$ cat src/pkg/nsp_pkg.sv
package nsp_pkg;

   // ***********************************************************
   // Bus geometry and responses.
   // ***********************************************************
   localparam int NSP_ADDR_W = 8;
   localparam int NSP_DATA_W = 32;
   localparam int NSP_STRB_W = 4;
   localparam logic [1:0] NSP_RESP_OKAY = 2'h0;
   localparam logic [1:0] NSP_RESP_SLVERR = 2'h2;

   // ***********************************************************
   // Register offsets (byte addresses).
   // ***********************************************************
   localparam logic [7:0] NSP_OFF_SECTOR0 = 8'h00;
   localparam logic [7:0] NSP_OFF_PAGE_UPPER = 8'h04;
   localparam logic [7:0] NSP_OFF_SECTOR5 = 8'h14;
   localparam logic [7:0] NSP_OFF_CTRL = 8'h20;
   localparam logic [7:0] NSP_OFF_STATUS = 8'h24;

   // ***********************************************************
   // Field layout of the sector registers and the page register.
   // ***********************************************************
   localparam int NSP_NUM_SECTORS = 6;
   localparam int NSP_SECTOR_BYTES = 512;
   localparam int NSP_PAR_LSB = 12;
   localparam int NSP_PAR_W = 12;
   localparam int NSP_WORD_LSB = 3;
   localparam int NSP_WORD_W = 9;
   localparam int NSP_BIT_W = 3;
   localparam int NSP_SECTOR_W = 24;
   localparam int NSP_PAGE_PAR_W = 16;
   localparam int NSP_IDX_W = 3;

   // ***********************************************************
   // Control and status register fields and control reset value.
   // ***********************************************************
   localparam int NSP_CTRL_MODE_BIT = 0;
   localparam int NSP_CTRL_SIZE_LSB = 1;
   localparam logic [2:0] NSP_CTRL_RESET = 3'h0;
   localparam int NSP_STAT_MULTI_LSB = 8;

   typedef enum logic [1:0]
   {
      NSP_PAGE_512 = 2'b00,
      NSP_PAGE_2048 = 2'b01,
      NSP_PAGE_4096 = 2'b10,
      NSP_PAGE_RSVD = 2'b11
   } nsp_page_e;

   // Number of sector registers that a page of the given size fills.
   function automatic logic [3:0] nsp_sector_count(input nsp_page_e sel);
      logic [3:0] n;
      n = 4'h0;
      case (sel)
         NSP_PAGE_512: n = 4'h1;
         NSP_PAGE_2048: n = 4'h4;
         default: n = 4'(NSP_NUM_SECTORS);
      endcase
      return n;
   endfunction

endpackage

$ cat src/rtl/nsp_sector_store.sv
`timescale 1ns/1ps
`default_nettype none
module nsp_sector_store
#(
   parameter int NUM = 6,
   parameter int WIDTH = 24
)
(
   input wire logic core_clk,
   input wire logic rst_b,
   input wire logic load,
   input wire logic [2:0] index,
   input wire logic [WIDTH-1:0] data,
   input wire logic clear,
   output logic [NUM-1:0][WIDTH-1:0] words,
   output logic [NUM-1:0] filled
);
   logic [NUM-1:0][WIDTH-1:0] next_words;
   logic [NUM-1:0] next_filled;

   // A load in the same cycle as a clear keeps its filled flag.
   always_comb
   begin
      next_words = words;
      next_filled = clear ? '0 : filled;
      for (int i = 0; i < NUM; i++)
      begin
         if (load && (32'(index) == i))
         begin
            next_words[i] = data;
            next_filled[i] = 1'b1;
         end
      end
   end

   always_ff @(posedge core_clk or negedge rst_b)
   begin
      if (!rst_b)
      begin
         words <= '0;
         filled <= '0;
      end
      else
      begin
         words <= next_words;
         filled <= next_filled;
      end
   end
endmodule
`default_nettype wire

$ cat src/rtl/nsp_axil_slave.sv
`timescale 1ns/1ps
`default_nettype none
module nsp_axil_slave
import nsp_pkg::*;
(
   input wire logic core_clk,
   input wire logic rst_b,
   input wire logic [nsp_pkg::NSP_ADDR_W-1:0] awaddr,
   input wire logic awvalid,
   output logic awready,
   input wire logic [nsp_pkg::NSP_DATA_W-1:0] wdata,
   input wire logic [nsp_pkg::NSP_STRB_W-1:0] wstrb,
   input wire logic wvalid,
   output logic wready,
   output logic [1:0] bresp,
   output logic bvalid,
   input wire logic bready,
   input wire logic [nsp_pkg::NSP_ADDR_W-1:0] araddr,
   input wire logic arvalid,
   output logic arready,
   output logic [nsp_pkg::NSP_DATA_W-1:0] rdata,
   output logic [1:0] rresp,
   output logic rvalid,
   input wire logic rready,
   output logic wr_en,
   output logic [nsp_pkg::NSP_ADDR_W-1:0] wr_addr,
   output logic [nsp_pkg::NSP_DATA_W-1:0] wr_data,
   output logic [nsp_pkg::NSP_STRB_W-1:0] wr_strb,
   input wire logic wr_err,
   output logic rd_en,
   input wire logic [nsp_pkg::NSP_DATA_W-1:0] rd_data,
   input wire logic rd_err
);
   logic aw_held, next_aw_held;
   logic w_held, next_w_held;
   logic [NSP_ADDR_W-1:0] next_wr_addr;
   logic [NSP_DATA_W-1:0] next_wr_data;
   logic [NSP_STRB_W-1:0] next_wr_strb;
   logic next_bvalid, next_rvalid;
   logic [1:0] next_bresp, next_rresp;
   logic [NSP_DATA_W-1:0] next_rdata;

   assign awready = !aw_held && !bvalid;
   assign wready = !w_held && !bvalid;
   assign arready = !rvalid;
   assign wr_en = aw_held && w_held && !bvalid;
   assign rd_en = arvalid && arready;

   always_comb
   begin
      next_aw_held = aw_held;
      next_w_held = w_held;
      next_wr_addr = wr_addr;
      next_wr_data = wr_data;
      next_wr_strb = wr_strb;
      next_bvalid = bvalid;
      next_bresp = bresp;
      next_rvalid = rvalid;
      next_rresp = rresp;
      next_rdata = rdata;
      if (awvalid && awready)
      begin
         next_aw_held = 1'b1;
         next_wr_addr = awaddr;
      end
      if (wvalid && wready)
      begin
         next_w_held = 1'b1;
         next_wr_data = wdata;
         next_wr_strb = wstrb;
      end
      if (wr_en)
      begin
         next_aw_held = 1'b0;
         next_w_held = 1'b0;
         next_bvalid = 1'b1;
         next_bresp = wr_err ? NSP_RESP_SLVERR : NSP_RESP_OKAY;
      end
      else if (bvalid && bready)
      begin
         next_bvalid = 1'b0;
      end
      if (rd_en)
      begin
         next_rvalid = 1'b1;
         next_rdata = rd_data;
         next_rresp = rd_err ? NSP_RESP_SLVERR : NSP_RESP_OKAY;
      end
      else if (rvalid && rready)
      begin
         next_rvalid = 1'b0;
      end
   end

   always_ff @(posedge core_clk or negedge rst_b)
   begin
      if (!rst_b)
      begin
         aw_held <= 1'b0;
         w_held <= 1'b0;
         wr_addr <= '0;
         wr_data <= '0;
         wr_strb <= '0;
         bvalid <= 1'b0;
         bresp <= NSP_RESP_OKAY;
         rvalid <= 1'b0;
         rresp <= NSP_RESP_OKAY;
         rdata <= '0;
      end
      else
      begin
         aw_held <= next_aw_held;
         w_held <= next_w_held;
         wr_addr <= next_wr_addr;
         wr_data <= next_wr_data;
         wr_strb <= next_wr_strb;
         bvalid <= next_bvalid;
         bresp <= next_bresp;
         rvalid <= next_rvalid;
         rresp <= next_rresp;
         rdata <= next_rdata;
      end
   end
endmodule
`default_nettype wire

$ cat src/rtl/nsp_report_top.sv
// Decided for this implementation: the AXI4-Lite slave port and the placing of the registers.
`timescale 1ns/1ps
`default_nettype none
module nsp_report_top
import nsp_pkg::*;
#(
   parameter int NUM_SECTORS = nsp_pkg::NSP_NUM_SECTORS
)
(
   input wire logic core_clk,
   input wire logic rst_b,
   input wire logic [nsp_pkg::NSP_ADDR_W-1:0] s_axi_awaddr,
   input wire logic s_axi_awvalid,
   output logic s_axi_awready,
   input wire logic [nsp_pkg::NSP_DATA_W-1:0] s_axi_wdata,
   input wire logic [nsp_pkg::NSP_STRB_W-1:0] s_axi_wstrb,
   input wire logic s_axi_wvalid,
   output logic s_axi_wready,
   output logic [1:0] s_axi_bresp,
   output logic s_axi_bvalid,
   input wire logic s_axi_bready,
   input wire logic [nsp_pkg::NSP_ADDR_W-1:0] s_axi_araddr,
   input wire logic s_axi_arvalid,
   output logic s_axi_arready,
   output logic [nsp_pkg::NSP_DATA_W-1:0] s_axi_rdata,
   output logic [1:0] s_axi_rresp,
   output logic s_axi_rvalid,
   input wire logic s_axi_rready,
   input wire logic page_start,
   input wire logic page_parity_load,
   input wire logic [nsp_pkg::NSP_PAGE_PAR_W-1:0] page_parity_upper_in,
   input wire logic sector_load,
   input wire logic [nsp_pkg::NSP_IDX_W-1:0] sector_index,
   input wire logic [nsp_pkg::NSP_PAR_W-1:0] sector_parity_in,
   input wire logic [nsp_pkg::NSP_WORD_W-1:0] faulty_word_location_in,
   input wire logic [nsp_pkg::NSP_BIT_W-1:0] faulty_bit_offset_in,
   input wire logic sector_multi_err,
   output logic sector_mode,
   output logic [1:0] page_size_sel
);

   // ***********************************************************
   // Declarations.
   // ***********************************************************
   logic wr_en;
   logic [NSP_ADDR_W-1:0] wr_addr;
   logic [NSP_DATA_W-1:0] wr_data;
   logic [NSP_STRB_W-1:0] wr_strb;
   logic wr_err;
   logic rd_en;
   logic [NSP_DATA_W-1:0] rd_data;
   logic rd_err;
   logic [NSP_PAGE_PAR_W-1:0] whole_page_parity_upper;
   logic [NSP_PAGE_PAR_W-1:0] next_page_upper;
   logic next_sector_mode;
   logic [1:0] next_page_size_sel;
   logic [NUM_SECTORS-1:0][NSP_SECTOR_W-1:0] sector_words;
   logic [NUM_SECTORS-1:0] sector_filled;
   logic [NUM_SECTORS-1:0] multi_err_mask;
   logic [NUM_SECTORS-1:0] next_multi_err_mask;
   logic [3:0] sector_count;
   logic sector_accept;
   logic [NSP_SECTOR_W-1:0] sector_word_in;

   // Word index of a byte address, used by the read decoder.
   function automatic logic [5:0] reg_index(input logic [7:0] a);
      return a[7:2];
   endfunction

   // Whether a byte address names one of the sector registers.
   function automatic logic is_sector(input logic [7:0] a);
      return (a >= NSP_OFF_SECTOR0) && (a <= NSP_OFF_SECTOR5);
   endfunction

   // ***********************************************************
   // Control register.
   // ***********************************************************
   // Writes to the control word select the code mode and page size;
   // the engine follows these outputs.
   always_comb
   begin
      next_sector_mode = sector_mode;
      next_page_size_sel = page_size_sel;
      if (wr_en && (wr_addr == NSP_OFF_CTRL) && wr_strb[0])
      begin
         next_sector_mode = wr_data[NSP_CTRL_MODE_BIT];
         next_page_size_sel = wr_data[NSP_CTRL_SIZE_LSB +: 2];
      end
   end

   always_ff @(posedge core_clk or negedge rst_b)
   begin
      if (!rst_b)
      begin
         sector_mode <= NSP_CTRL_RESET[NSP_CTRL_MODE_BIT];
         page_size_sel <= NSP_CTRL_RESET[NSP_CTRL_SIZE_LSB +: 2];
      end
      else
      begin
         sector_mode <= next_sector_mode;
         page_size_sel <= next_page_size_sel;
      end
   end

   // ***********************************************************
   // Whole-page parity, upper half.
   // ***********************************************************
   // The engine hands the upper parity half over only in page mode.
   always_comb
   begin
      next_page_upper = whole_page_parity_upper;
      if (page_parity_load && !sector_mode)
      begin
         next_page_upper = page_parity_upper_in;
      end
   end

   always_ff @(posedge core_clk or negedge rst_b)
   begin
      if (!rst_b)
      begin
         whole_page_parity_upper <= '0;
      end
      else
      begin
         whole_page_parity_upper <= next_page_upper;
      end
   end

   // ***********************************************************
   // Sector register capture.
   // ***********************************************************
   // A sector index beyond the selected page size has no register and
   // its load is dropped.
   assign sector_count = nsp_sector_count(nsp_page_e'(page_size_sel));
   assign sector_accept = sector_load && sector_mode &&
      ({1'b0, sector_index} < sector_count);
   assign sector_word_in = {sector_parity_in,
      faulty_word_location_in,
      faulty_bit_offset_in};

   nsp_sector_store
   #(
      .NUM(NUM_SECTORS),
      .WIDTH(NSP_SECTOR_W)
   )
   u_store
   (
      .core_clk(core_clk),
      .rst_b(rst_b),
      .load(sector_accept),
      .index(sector_index),
      .data(sector_word_in),
      .clear(page_start),
      .words(sector_words),
      .filled(sector_filled)
   );

   // Multiple-error flags let software tell when the location fields
   // of a sector cannot be trusted; a load beats a same-cycle clear.
   always_comb
   begin
      next_multi_err_mask = page_start ? '0 : multi_err_mask;
      for (int i = 0; i < NUM_SECTORS; i++)
      begin
         if (sector_accept && (32'(sector_index) == i))
         begin
            next_multi_err_mask[i] = sector_multi_err;
         end
      end
   end

   always_ff @(posedge core_clk or negedge rst_b)
   begin
      if (!rst_b)
      begin
         multi_err_mask <= '0;
      end
      else
      begin
         multi_err_mask <= next_multi_err_mask;
      end
   end

   // ***********************************************************
   // Register read decode.
   // ***********************************************************
   // The second register is shared: page mode shows the page parity,
   // sector mode shows sector one.  Other sector offsets read zero in
   // page mode, as does any sector beyond the page size.
   always_comb
   begin
      logic [5:0] idx;
      idx = reg_index(s_axi_araddr);
      rd_data = '0;
      rd_err = 1'b0;
      if (is_sector(s_axi_araddr))
      begin
         if (!sector_mode)
         begin
            if (s_axi_araddr == NSP_OFF_PAGE_UPPER)
            begin
               rd_data = {16'h0000, whole_page_parity_upper};
            end
         end
         else if ({2'b00, idx} < {3'b000, sector_count})
         begin
            rd_data = {8'h00, sector_words[idx[2:0]]};
         end
      end
      else if (s_axi_araddr == NSP_OFF_CTRL)
      begin
         rd_data[NSP_CTRL_MODE_BIT] = sector_mode;
         rd_data[NSP_CTRL_SIZE_LSB +: 2] = page_size_sel;
      end
      else if (s_axi_araddr == NSP_OFF_STATUS)
      begin
         rd_data[NUM_SECTORS-1:0] = sector_filled;
         rd_data[NSP_STAT_MULTI_LSB +: NUM_SECTORS] = multi_err_mask;
      end
      else
      begin
         rd_err = 1'b1;
      end
   end

   // ***********************************************************
   // Register write decode.
   // ***********************************************************
   // Parity registers take writes with an OKAY answer and no effect;
   // only unmapped offsets answer with an error.
   always_comb
   begin
      wr_err = 1'b1;
      if (is_sector(wr_addr))
      begin
         wr_err = 1'b0;
      end
      else if ((wr_addr == NSP_OFF_CTRL) || (wr_addr == NSP_OFF_STATUS))
      begin
         wr_err = 1'b0;
      end
   end

   // ***********************************************************
   // Bus slave.
   // ***********************************************************
   nsp_axil_slave u_axil
   (
      .core_clk(core_clk),
      .rst_b(rst_b),
      .awaddr(s_axi_awaddr),
      .awvalid(s_axi_awvalid),
      .awready(s_axi_awready),
      .wdata(s_axi_wdata),
      .wstrb(s_axi_wstrb),
      .wvalid(s_axi_wvalid),
      .wready(s_axi_wready),
      .bresp(s_axi_bresp),
      .bvalid(s_axi_bvalid),
      .bready(s_axi_bready),
      .araddr(s_axi_araddr),
      .arvalid(s_axi_arvalid),
      .arready(s_axi_arready),
      .rdata(s_axi_rdata),
      .rresp(s_axi_rresp),
      .rvalid(s_axi_rvalid),
      .rready(s_axi_rready),
      .wr_en(wr_en),
      .wr_addr(wr_addr),
      .wr_data(wr_data),
      .wr_strb(wr_strb),
      .wr_err(wr_err),
      .rd_en(rd_en),
      .rd_data(rd_data),
      .rd_err(rd_err)
   );

endmodule
`default_nettype wire

$ cat config.mk
export PLATFORM = sky130hd
export DESIGN_NAME = nsp_report_top
export DESIGN_NICKNAME = d
export VERILOG_FILES = /design/src/pkg/nsp_pkg.sv /design/src/rtl/nsp_sector_store.sv /design/src/rtl/nsp_axil_slave.sv /design/src/rtl/nsp_report_top.sv
export SDC_FILE = /design/constraint.sdc
export NUM_CORES = 1
export LEC_CHECK = 0
export BUFFER_PORTS_ARGS = -buffer_cell sky130_fd_sc_hd__buf_2
export CORE_UTILIZATION = 57
export CTS_CLUSTER_SIZE = 40
export DETAILED_ROUTE_END_ITERATION = 8
export MAX_ROUTING_LAYER = met4
export PLACE_DENSITY_LB_ADDON = 0.05
export SETUP_SLACK_MARGIN = 0.05
export SYNTH_ARGS = -nofsm -noshare
export SYNTH_HDL_FRONTEND = slang
export SYNTH_SLANG_ARGS = --single-unit
$ cat constraint.sdc
create_clock -name core_clk -period 2.4 [get_ports core_clk]
set_input_delay 0.12 -clock core_clk [delete_from_list [all_inputs] [get_ports core_clk]]
set_output_delay 0.12 -clock core_clk [all_outputs]
set_load 0.1 [all_outputs]
Word-level counts from Yosys, hierarchy flattened --
Index checks and enable logic that the tools add are counted.
Storage, ports and cells: word-level logic and storage cells 132, output and inout bits 44, bits of input ports 106, bits in registers 227
Operators by class: magnitude comparators 7, equality and inequality tests 11, reductions and logical operators 40, muxes and demuxes 43
Operators with widths (count):
- $bmux 24 s3 | 1
- $mux 24 | 2
- $mux 6 | 6
- $eq 8x6->1 const B | 4
- $mux 32 | 1
- $mux 1 | 25
- $logic_and 1x1->1 | 22
- $reduce_bool 2->1 | 10
- $mux 18 | 1
- $ge 8x1->1 const B | 2
- $le 8x5->1 const B | 2
- $mux 16 | 1
- $eq 8x3->1 const B | 1
- $eq 3x2->1 const B | 2
- $eq 3x3->1 const B | 2
- $lt 6x4->1 | 1
- $mux 2 | 3
- $mux 3 | 2
- $pmux 3 s2 | 1
- $logic_not 1->1 | 5
- $lt 3x4->1 | 1
- $lt 3x4->1 const B | 1
- $eq 3x1->1 const B | 1
- $logic_not 3->1 | 1
- other kinds (3) | 3

Longest topological paths before layout --
Gate-level depths: netlist of the first run.
word-level depth 6, mapped depth 7, depth with buffers taken out 6

By module --
From an unflattened synthesis of the first run, not the netlist that was laid out.
Unflattened totals: cells, all modules 793, area total of the unflattened synthesis 11812.6 um^2
Modules (own cells, without submodules):
- nsp_sector_store | sequential area each 3753.6 um^2, times used 1, cells an instance 324, area an instance 5835.6 um^2
- nsp_axil_slave | sequential area each 2052.0 um^2, times used 1, cells an instance 187, area an instance 3276.9 um^2
- nsp_report_top | sequential area each 625.6 um^2, times used 1, cells an instance 282, area an instance 2700.1 um^2

Worst setup path before layout of the first run --
No wires, ideal clock.
path kind reg-to-reg, start reg u_axil.bvalid, end reg u_axil.wr_addr[0] in the netlist's numbering, library setup time 125 ps, data arrival time 3092 ps, stages on the path, launching flop included 5, slack -817 ps, period minus slack after synthesis 3217 ps, required time 2275 ps, buffers on the path 1, cell sequence dfrtp_1 > nor2_1 > and2_1 > clkbuf_1 > mux2_2
On the way: cells in the longest elaborated chain, start to end 3
RTL lines:
- start: declaration | RTL line nsp_axil_slave.sv:16 | output logic bvalid,
- start signal: assignment | RTL line nsp_axil_slave.sv:117 | bvalid <= next_bvalid;
- $logic_not 1->1 | RTL line nsp_axil_slave.sv:43 | assign awready = !aw_held && !bvalid;
- $logic_and 1x1->1 | RTL line nsp_axil_slave.sv:43
- named net s_axi_awready | RTL line nsp_report_top.sv:14 | output logic s_axi_awready,
- $logic_and 1x1->1 | RTL line nsp_axil_slave.sv:61 | if (awvalid && awready)
- end signal: assignment | RTL line nsp_axil_slave.sv:114 | wr_addr <= next_wr_addr;
- end: declaration | RTL line nsp_axil_slave.sv:26 | output logic [nsp_pkg::NSP_ADDR_W-1:0] wr_addr,
The timed path passes the listed nets, and every way through them passes these cells. A chain may end at the register's enable or synchronous reset.

Final worst setup path of the first run --
start reg page_size_sel[1], end reg u_axil.rdata[11] in the netlist's numbering
On the way: cells in the longest elaborated chain, start to end 6, elaborated cells between the ends (all ways) 7, those cells by class order compare (1); eq/ne (1); mux (4); reduce/logical (1)
RTL lines:
- start: declaration | RTL line nsp_report_top.sv:39 | output logic [1:0] page_size_sel
- start signal: assignment | RTL line nsp_report_top.sv:96 | page_size_sel <= NSP_CTRL_RESET[NSP_CTRL_SIZE_LSB +: 2];
- start signal: assignment | RTL line nsp_report_top.sv:101 | page_size_sel <= next_page_size_sel;
- $eq 2x1->1 / $logic_not 2->1 (equally long branches) | RTL line nsp_pkg.sv:55 | case (sel)
- $pmux 3 s2 (*) | RTL line nsp_pkg.sv:55
- $lt 6x4->1 (*) | RTL line nsp_report_top.sv:206 | else if ({2'b00, idx} < {3'b000, sector_count})
- $mux 24 (*) | RTL line nsp_report_top.sv:206
- $mux 32 (*) | RTL line nsp_report_top.sv:199 | if (!sector_mode)
- $mux 6 (*) | RTL line nsp_report_top.sv:197 | if (is_sector(s_axi_araddr))
- end signal: assignment | RTL line nsp_axil_slave.sv:121 | rdata <= next_rdata;
- end: declaration | RTL line nsp_axil_slave.sv:21 | output logic [nsp_pkg::NSP_DATA_W-1:0] rdata,
Mark *: on every way between the ends. The rest lies on a longest branch, timed or not.

==> results of run 1 <==
state kept, by name (all words and copies together) (netlist names), 2 cells and up:
name / flops
multi_err_mask: 6
u_axil.rdata: 24
page_size_sel: 2
u_store.filled: 6
u_store.words: 144
u_axil.wr_data: 3
whole_page_parity_upper: 16
u_axil.wr_addr: 8
final cells by class:
| class | instances | area (um2) |
|---|---|---|
| inverter | 9 | 36.3 |
| fill | 1173 | 4640 |
| timing repair buffer | 191 | 1430 |
| clock inverter | 12 | 148 |
| tap | 220 | 275 |
| clock buffer | 29 | 618 |
| multi-input combinational | 470 | 4240 |
| sequential | 217 | 5440 |
metal layers:
metal	share of wire, %	vias to the layer above	GRT usage (%)
li1	-	3040	-
met1	44	3435	36.7
met2	50	177	46.4
met3	4.0	26	3.21
met4	1.4	0	5.62
met5	0	-	-
metrics by stage:
step	area [um2]	util, %
2_1_floorplan	10000	-
3_3_place_gp	10800	64.4
3_5_place_dp	10800	64.4
4_1_cts	12200	72.4
5_1_grt	12200	72.4
6_report	12200	72.4
kinds of logic (layout without fill, tap and decap cells):
kind of cell | count (synthesis) | after routing | synth area share [%]
buffers and inverters | 63 | 241 | 3.59
and+or+nand+nor | 111 | 111 | 5.62
muxes | 242 | 242 | 28.6
AOI/OAI and AO/OA | 105 | 105 | 7.46
adders and majority gates | 2 | 2 | 0.251
other | 1 | 10 | 0.0376
DFF | 217 | 217 | 54.5
path summary, 6_finish.rpt:
path / start / end / slack (ps) / depth (start not counted)
min in group asynchronous: rst_b / whole_page_parity_upper[4]$_DFFE_PN0P_ / 220 / 2
worst min register to register: u_axil.rdata[17]$_DFFE_PN0P_ / u_axil.rdata[17]$_DFFE_PN0P_ / 480 / 2
max in group asynchronous: rst_b / u_store.words[56]$_DFFE_PN0P_ / 1360 / 3
worst min-delay path: s_axi_araddr[5] / u_axil.rresp[1]$_DFFE_PN0P_ / 90 / 3
worst max register to register: page_size_sel[1]$_DFFE_PN0P_ / u_axil.rdata[11]$_DFFE_PN0P_ / 210 / 6
worst max-delay path: page_size_sel[1]$_DFFE_PN0P_ / u_axil.rdata[11]$_DFFE_PN0P_ / 210 / 6
cell usage in the layout, fill, tap and decap left out, types with 22 or more instances in the layout:
cell type      instances
dlygate4sd3_1         59
mux2i_1               52
o21ai_0               22
a21oi_1               23
mux2_2               139
buf_2                105
dfrtp_1              213
nor2_1                43
clkbuf_16             23
nand2_1               23
tightest hold or removal path, cell delays in order:
cell and delay [ps]:
buf_2 120, and3_1 230, o31ai_1 90
report_power, final:
| part | switching [W] | internal [W] | leakage, nW |
|---|---|---|---|
| Combinational | 0.00118 | 0.000589 | 2.63 |
| Sequential | 0.000239 | 0.00397 | 2.93 |
| Clock | 0.00141 | 0.00215 | 0.374 |
timing repair:
| item | in CTS | in global routing |
|---|---|---|
| hold buffers | 59 | 0 |
| endpoints found under the hold margin | 263 | 0 |
| setup endpoints to repair | 0 | 0 |
==> metrics.sh, run 1 <==
SYN-CELL-AREA_UM2=9970
NETS=1020
TIMING.CRITICAL_PATH.TO_TYPE='register'
CRITICAL_PATH.TOP_DELAY_FAMILY='compound AO/OA/AOI/OAI gates'
IO-PIN-COUNT=150
WORST_CASE_VDD_IR_DROP_mV=0.739
ROUTED_WIRELENGTH_UM=23300
NETLIST.TOP_CELL.BY_AREA='dfrtp_1'
CP.ARRIVAL_PS=2590
VIAS_PER_CELL=5.82
SYNTHDOMINANTCELLAREASHARE_PCT=54.5
CLOCK_PIN_SLEW_ON_THE_WORST_SETUP_AND_HOLD_PATHS_PS=60
PLACED_CELLS_INCL_TAPS=1048
YS_TYPES=52
SLEW_VIOLATIONS=0
PATH_BUF_INV=1
DETAIL_ROUTE.WL_PER_CELL_UM=20.3
MIN_PATH_TYPE='in2reg'
DP_HPWL_UM=14600
WORST_CLOCK_SKEW_PS=9.29
SYNTH_ENABLE_FLOP_CELLS=0
CTS_REPAIR_RESIZE_COUNT=0
NUMBER_OF_GLOBAL_ROUTE_VIAS_BEFORE_REPAIR=6980
SYNTH_SEQ_CELLS=217
WORST_SKEW_PAIR.LATE_LATENCY_PS=500
MAX-CAP-VIOLATIONS=0
TIMING.SLEW.HEADROOM_PCT=55.0
GLOBALPLACE.CONGESTION=0.843
ANTENNA_FOUND_INITIAL=0
POST-CTS-SETUP-BUFFERS=0
SYNTH_INSTANCES=741
CLOCK-ROOT-BUFFER='clkbuf_16'
SYNTH.YOSYS.WARNINGS=0
CRIT_PATH_MAX_FANOUT=10
DRCVIOLATIONCOUNT=0
TIMING.SETUP.TNS_PS=0
SYNTHARSTFLOPSHARE_PCT=100
WORSTSETUPPATHTYPE='reg2reg'
DRTPASS1ITERATIONS=5
FINAL.MIN_CLOCK_PERIOD_PS=2190
SEQ_AREA_FRAC_SYNTH_PCT=54.5
DR_TOTAL_VIAS=6678
P_PER_CELL_AREA_nW_PER_UM2=783
CORE.ROWCOUNT=47
TOP_FF_CELL_SYNTH='dfrtp_1'
GRT_START_MAX_NET_PINS=82
DIE_WIDTH_UM=134
TOP_CELLS_BY_INSTANCE_COUNT_AFTER_SYNTHESIS='dfrtp_1, mux2_2, mux2i_1'
RSZ0062_AT_GRT='no'
WORST_SLACK_PS=206
GRTUSAGETOTAL_PCT=27.7
PRE_CTS_SLACK_PS=193
NUMBER_OF_BUFFERS_ADDED_ON_PORTS=107
TIMING.HOLD.WS_PS=90.6
MOST_COMMON_CELL_IN_THE_SYNTHESIZED_NETLIST='dfrtp_1'
FINAL_HOLD_VIOL_COUNT=0
OVERFLOW=0
CORE_UM2=16800
WORSTSETUPSTARTPOINTTYPE='register'
SYN_AREA_PER_CELL_UM2=13.5
CRIT_CHAIN='inv_4, ha_1, o21ai_0, a22o_1, o211ai_1, a221oi_1'
CRITICAL_PATH_REQUIRED_PS=2800
GLOBAL_ROUTE_WIRE_LENGTH_BEFORE_REPAIR_UM=37100
DIE_H_UM=134
CTS_HTREE_LEVELS=1
DIE_AREA_UM2=18000
SLOWEST_STAGE='dfrtp_4'
SYNTHTOPCELLSBYAREA='dfrtp_1, mux2_2, mux2i_1'
INITIALDRTVIOLATIONCOUNT=338
FINISH.CELL_COUNT_WITHOUT_FILLERS=1148
FINAL-SETUP-VIOL-COUNT=0
ANTENNA_VIOLATING_NETS_POST_ROUTE=0
DRIVE_ABOVE_1_SHARE_PCT=38.6
ANTENNA-DIODE-COUNT=0
SLEW_AT_THE_PIN_CLOSEST_TO_ITS_MAX_SLEW_LIMIT_PS=675
INITIAL_CORE_UTIL_PCT=59.3
CLOCK.FMAX_MHz=456
RUN_STATUS='complete, no violations'
NUMCLOCKSINKS=217
CLOCK_TREE.BUFFER_DEPTH=3
LAYOUT_WORST_PATH_CYCLE_SHARE_PCT=91.4
CTS-BUFFERS-INSERTED=23
FLOW.AREA_GROWTH_FROM_SYNTHESIS_PCT=22.2
POWER_W=0.00954
TRITONCTS='yes'
POWER.LEAKAGE_nW=5.94
CRITPATHMAXSTAGEDELAY_PS=500
(Power assumes the default switching activity.)
==> run 2: changes to the inputs <==
CORE_ASPECT_RATIO = 1.1   (was default)
TNS_END_PERCENT = 5   (was default)
==> metrics.sh, run 2 (synthesis gave the netlist of run 1 again) <==
GLOBAL_ROUTE_WIRE_LENGTH_BEFORE_REPAIR_UM=38400  # was 37100 um
CRITPATHMAXSTAGEDELAY_PS=500  # about the same
MIN_PATH_TYPE='in2reg'  # unchanged
DRCVIOLATIONCOUNT=0  # unchanged
DP_HPWL_UM=15000  # was 14600 um
CTS-BUFFERS-INSERTED=24  # was 23
ROUTED_WIRELENGTH_UM=24400  # was 23300 um
POWER.LEAKAGE_nW=6.00  # was 5.94 nW
INITIALDRTVIOLATIONCOUNT=309  # was 338
NUMBER_OF_GLOBAL_ROUTE_VIAS_BEFORE_REPAIR=7390  # was 6980
DR_TOTAL_VIAS=6810  # was 6678
MIN-DELAY-START='s_axi_araddr[5]'  # unchanged
LAYOUT_WORST_PATH_CYCLE_SHARE_PCT=95.4  # was 91.4%
FINAL_HOLD_VIOL_COUNT=0  # unchanged
ANTENNA_FOUND_INITIAL=0  # unchanged
TRITONCTS='yes'  # unchanged
NUMCLOCKSINKS=217  # unchanged
DIE_H_UM=141  # was 134 um
LAYOUT.CELLS.MOST_COMMON='dfrtp_1'  # unchanged
CTS_HTREE_LEVELS=1  # unchanged
TIMING.SLEW.HEADROOM_PCT=41.8  # was 55.0%
SLEW_AT_THE_PIN_CLOSEST_TO_ITS_MAX_SLEW_LIMIT_PS=873  # was 675 ps
RUN_STATUS='complete, no violations'  # unchanged
REGAREA_UM2=5440  # about the same
LEADING_CELL_TYPES_IN_THE_LAYOUT_FILL_AND_TAPS_EXCLUDED='dfrtp_1, mux2_2, buf_2'  # unchanged
IO-PIN-COUNT=150  # unchanged
WORST_SLACK_PS=110  # was 206 ps
LARGEST_REGISTER='u_store.words'  # unchanged
WHS_PATH_DEPTH=3  # unchanged
CRITICAL_PATH_REQUIRED_PS=2800  # about the same
PRE_CTS_SLACK_PS=111  # was 193 ps
INITIAL_CORE_UTIL_PCT=58.4  # was 59.3%
CP.ARRIVAL_PS=2690  # was 2590 ps
MULTI_INPUT_COMBINATIONAL_CELL_AREA_UM2=4240  # unchanged
FINAL.MIN_CLOCK_PERIOD_PS=2290  # was 2190 ps
CORE.ROWCOUNT=50  # was 47
REGTOREGSTARTPOINT='page_size_sel[1]$_DFFE_PN0P_'  # unchanged
GLOBALPLACE.CONGESTION=0.780  # was 0.843
NETS=1028  # was 1020
CLOCK.FMAX_MHz=437  # was 456 MHz
NUMBER_OF_BUFFERS_ADDED_ON_PORTS=107  # unchanged
P_PER_CELL_AREA_nW_PER_UM2=786  # was 783 nW/um2
CRIT_PATH_MAX_FANOUT=7  # was 10
CLOCK_PIN_SLEW_ON_THE_WORST_SETUP_AND_HOLD_PATHS_PS=60  # about the same
WORST_CASE_VDD_IR_DROP_mV=0.633  # was 0.739 mV
GRT_START_MAX_NET_PINS=103  # was 82
DRTPASS1ITERATIONS=4  # was 5
FF2FF_SETUP_SLACK_PS=110  # was 210 ps
VIAS_PER_CELL=5.82  # about the same
SLEW_VIOLATIONS=0  # unchanged
TIMING.HOLD.WS_PS=97.5  # was 90.6 ps
WORSTSETUPPATHTYPE='reg2reg'  # unchanged
GRTUSAGETOTAL_PCT=28.5  # was 27.7%
WORST_SKEW_PAIR.LATE_LATENCY_PS=510  # was 500 ps
CLOCK-ROOT-BUFFER='clkbuf_16'  # unchanged
DIE_AREA_UM2=18000  # about the same
CRIT_CHAIN='inv_1, ha_4, a21o_1, a2111oi_4, buf_4, buf_6, mux2_2'  # was inv_4, ha_1, o21ai_0, a22o_1, o211ai_1, a221oi_1
OVERFLOW=0  # unchanged
FINAL-SETUP-VIOL-COUNT=0  # unchanged
WORST-R2R-CELL-COUNT=7  # was 6
LARGESTREGISTERS='u_store.words (144), u_axil.rdata (24), whole_page_parity_upper (16)'  # unchanged
WORSTSETUPSTARTPOINTTYPE='register'  # unchanged
TIMING.CRITICAL_PATH.TO_TYPE='register'  # unchanged
WORST_CLOCK_SKEW_PS=7.17  # was 9.29 ps
SLOWEST_STAGE='dfrtp_4'  # unchanged
MAX-CAP-VIOLATIONS=0  # unchanged
DRIVE_ABOVE_1_SHARE_PCT=38.6  # about the same
ANTENNA_VIOLATING_NETS_POST_ROUTE=0  # unchanged
CRITICAL_PATH.REG2REG.ENDPOINT='u_store.words[37]$_DFFE_PN0P_'  # was u_axil.rdata[11]$_DFFE_PN0P_
FILLCELLCOUNT=1188  # was 1173
LARGEST_REGISTER_FF_COUNT=144  # unchanged
DETAIL_ROUTE.WL_PER_CELL_UM=20.8  # was 20.3 um
FLOW.AREA_GROWTH_FROM_SYNTHESIS_PCT=23.3  # was 22.2%
CORE_UM2=17100  # was 16800 um2
CLOCK_TREE.BUFFER_DEPTH=3  # unchanged
DIE_WIDTH_UM=128  # was 134 um
ANTENNA-DIODE-COUNT=0  # unchanged
TIMING.HOLD.WORST_ENDPOINT='u_axil.rresp[1]$_DFFE_PN0P_'  # unchanged
RSZ0062_AT_GRT='no'  # unchanged
run 2: cell types whose count changed in the layout (fill, tap and decap cells not counted), moves of 2 or more:
cell and change:
inv_6 -2, clkbuf_16 +3, clkbuf_8 +2, clkinvlp_4 -2, clkbuf_1 +3, buf_4 +5
run 2: layout make-up:
class | count | share of cell area (%)
flip-flops and latches | 217 | 44.2
multi-input cells | 470 | 34.5
repair buffers | 198 | 12.2
clock buffers | 36 | 5.75
well taps | 234 | 2.38
clock inverters | 6 | 0.652
inverters | 9 | 0.275
run 2: where the power goes:
group | leakage, nW | total, W | switching (W) | internal [W]
sequential | 2.93 | 0.00421 | 0.000243 | 0.00397
clock | 0.389 | 0.00366 | 0.00142 | 0.00224
combinational | 2.68 | 0.00179 | 0.00120 | 0.000590
run 2: repair_timing:
action                                 in CTS  in global routing
buffers inserted                            0                  1
endpoints found under the hold margin     282                  0
resized for setup                           0                  4
setup endpoints to repair                   0                 13
hold buffers                               59                  0
run 2: stage by stage:
step	setup TNS [ps]	total power, W	area, um2	utilization [%]	instances
finish	0	0.00966	12300	72.0	1170
global route	0	0.0100	12300	72.0	1170
CTS	0	0.00970	12200	71.6	1167
detailed placement	0	0.00597	10900	63.6	1066
global placement	0	0.00590	10900	63.6	1066
floorplan	-6890	0.00550	10000	-	750
run 2: routing by layer:
metal,share of wire [%],GRT usage (%)
met3,3.9,3.42
met1,42,35.0
met4,1.7,7.43
met5,0,-
met2,53,50.0
run 2: worst max-delay path, delay by kind of cell, from the launching register on:
kind	cells	cell delay (ps)
AO/OA/AOI/OAI	2	570
flip-flops	1	500
buffers and inverters	3	530
multiplexers	1	340
adder cells (fa/ha/maj)	1	230
run 2: worst max path at each step:
stage          depth (start not counted)                          from                       endpoint
6_report                               7  page_size_sel[1]$_DFFE_PN0P_  u_store.words[37]$_DFFE_PN0P_
5_1_grt                                7  page_size_sel[1]$_DFFE_PN0P_  u_store.words[25]$_DFFE_PN0P_
4_1_cts                                6  page_size_sel[1]$_DFFE_PN0P_  u_store.words[32]$_DFFE_PN0P_
3_5_place_dp                           6  page_size_sel[1]$_DFFE_PN0P_  u_store.words[36]$_DFFE_PN0P_
3_3_place_gp                           6  page_size_sel[1]$_DFFE_PN0P_  u_store.words[36]$_DFFE_PN0P_
2_1_floorplan                          4       sector_mode$_DFFE_PN0P_  u_store.words[24]$_DFFE_PN0P_
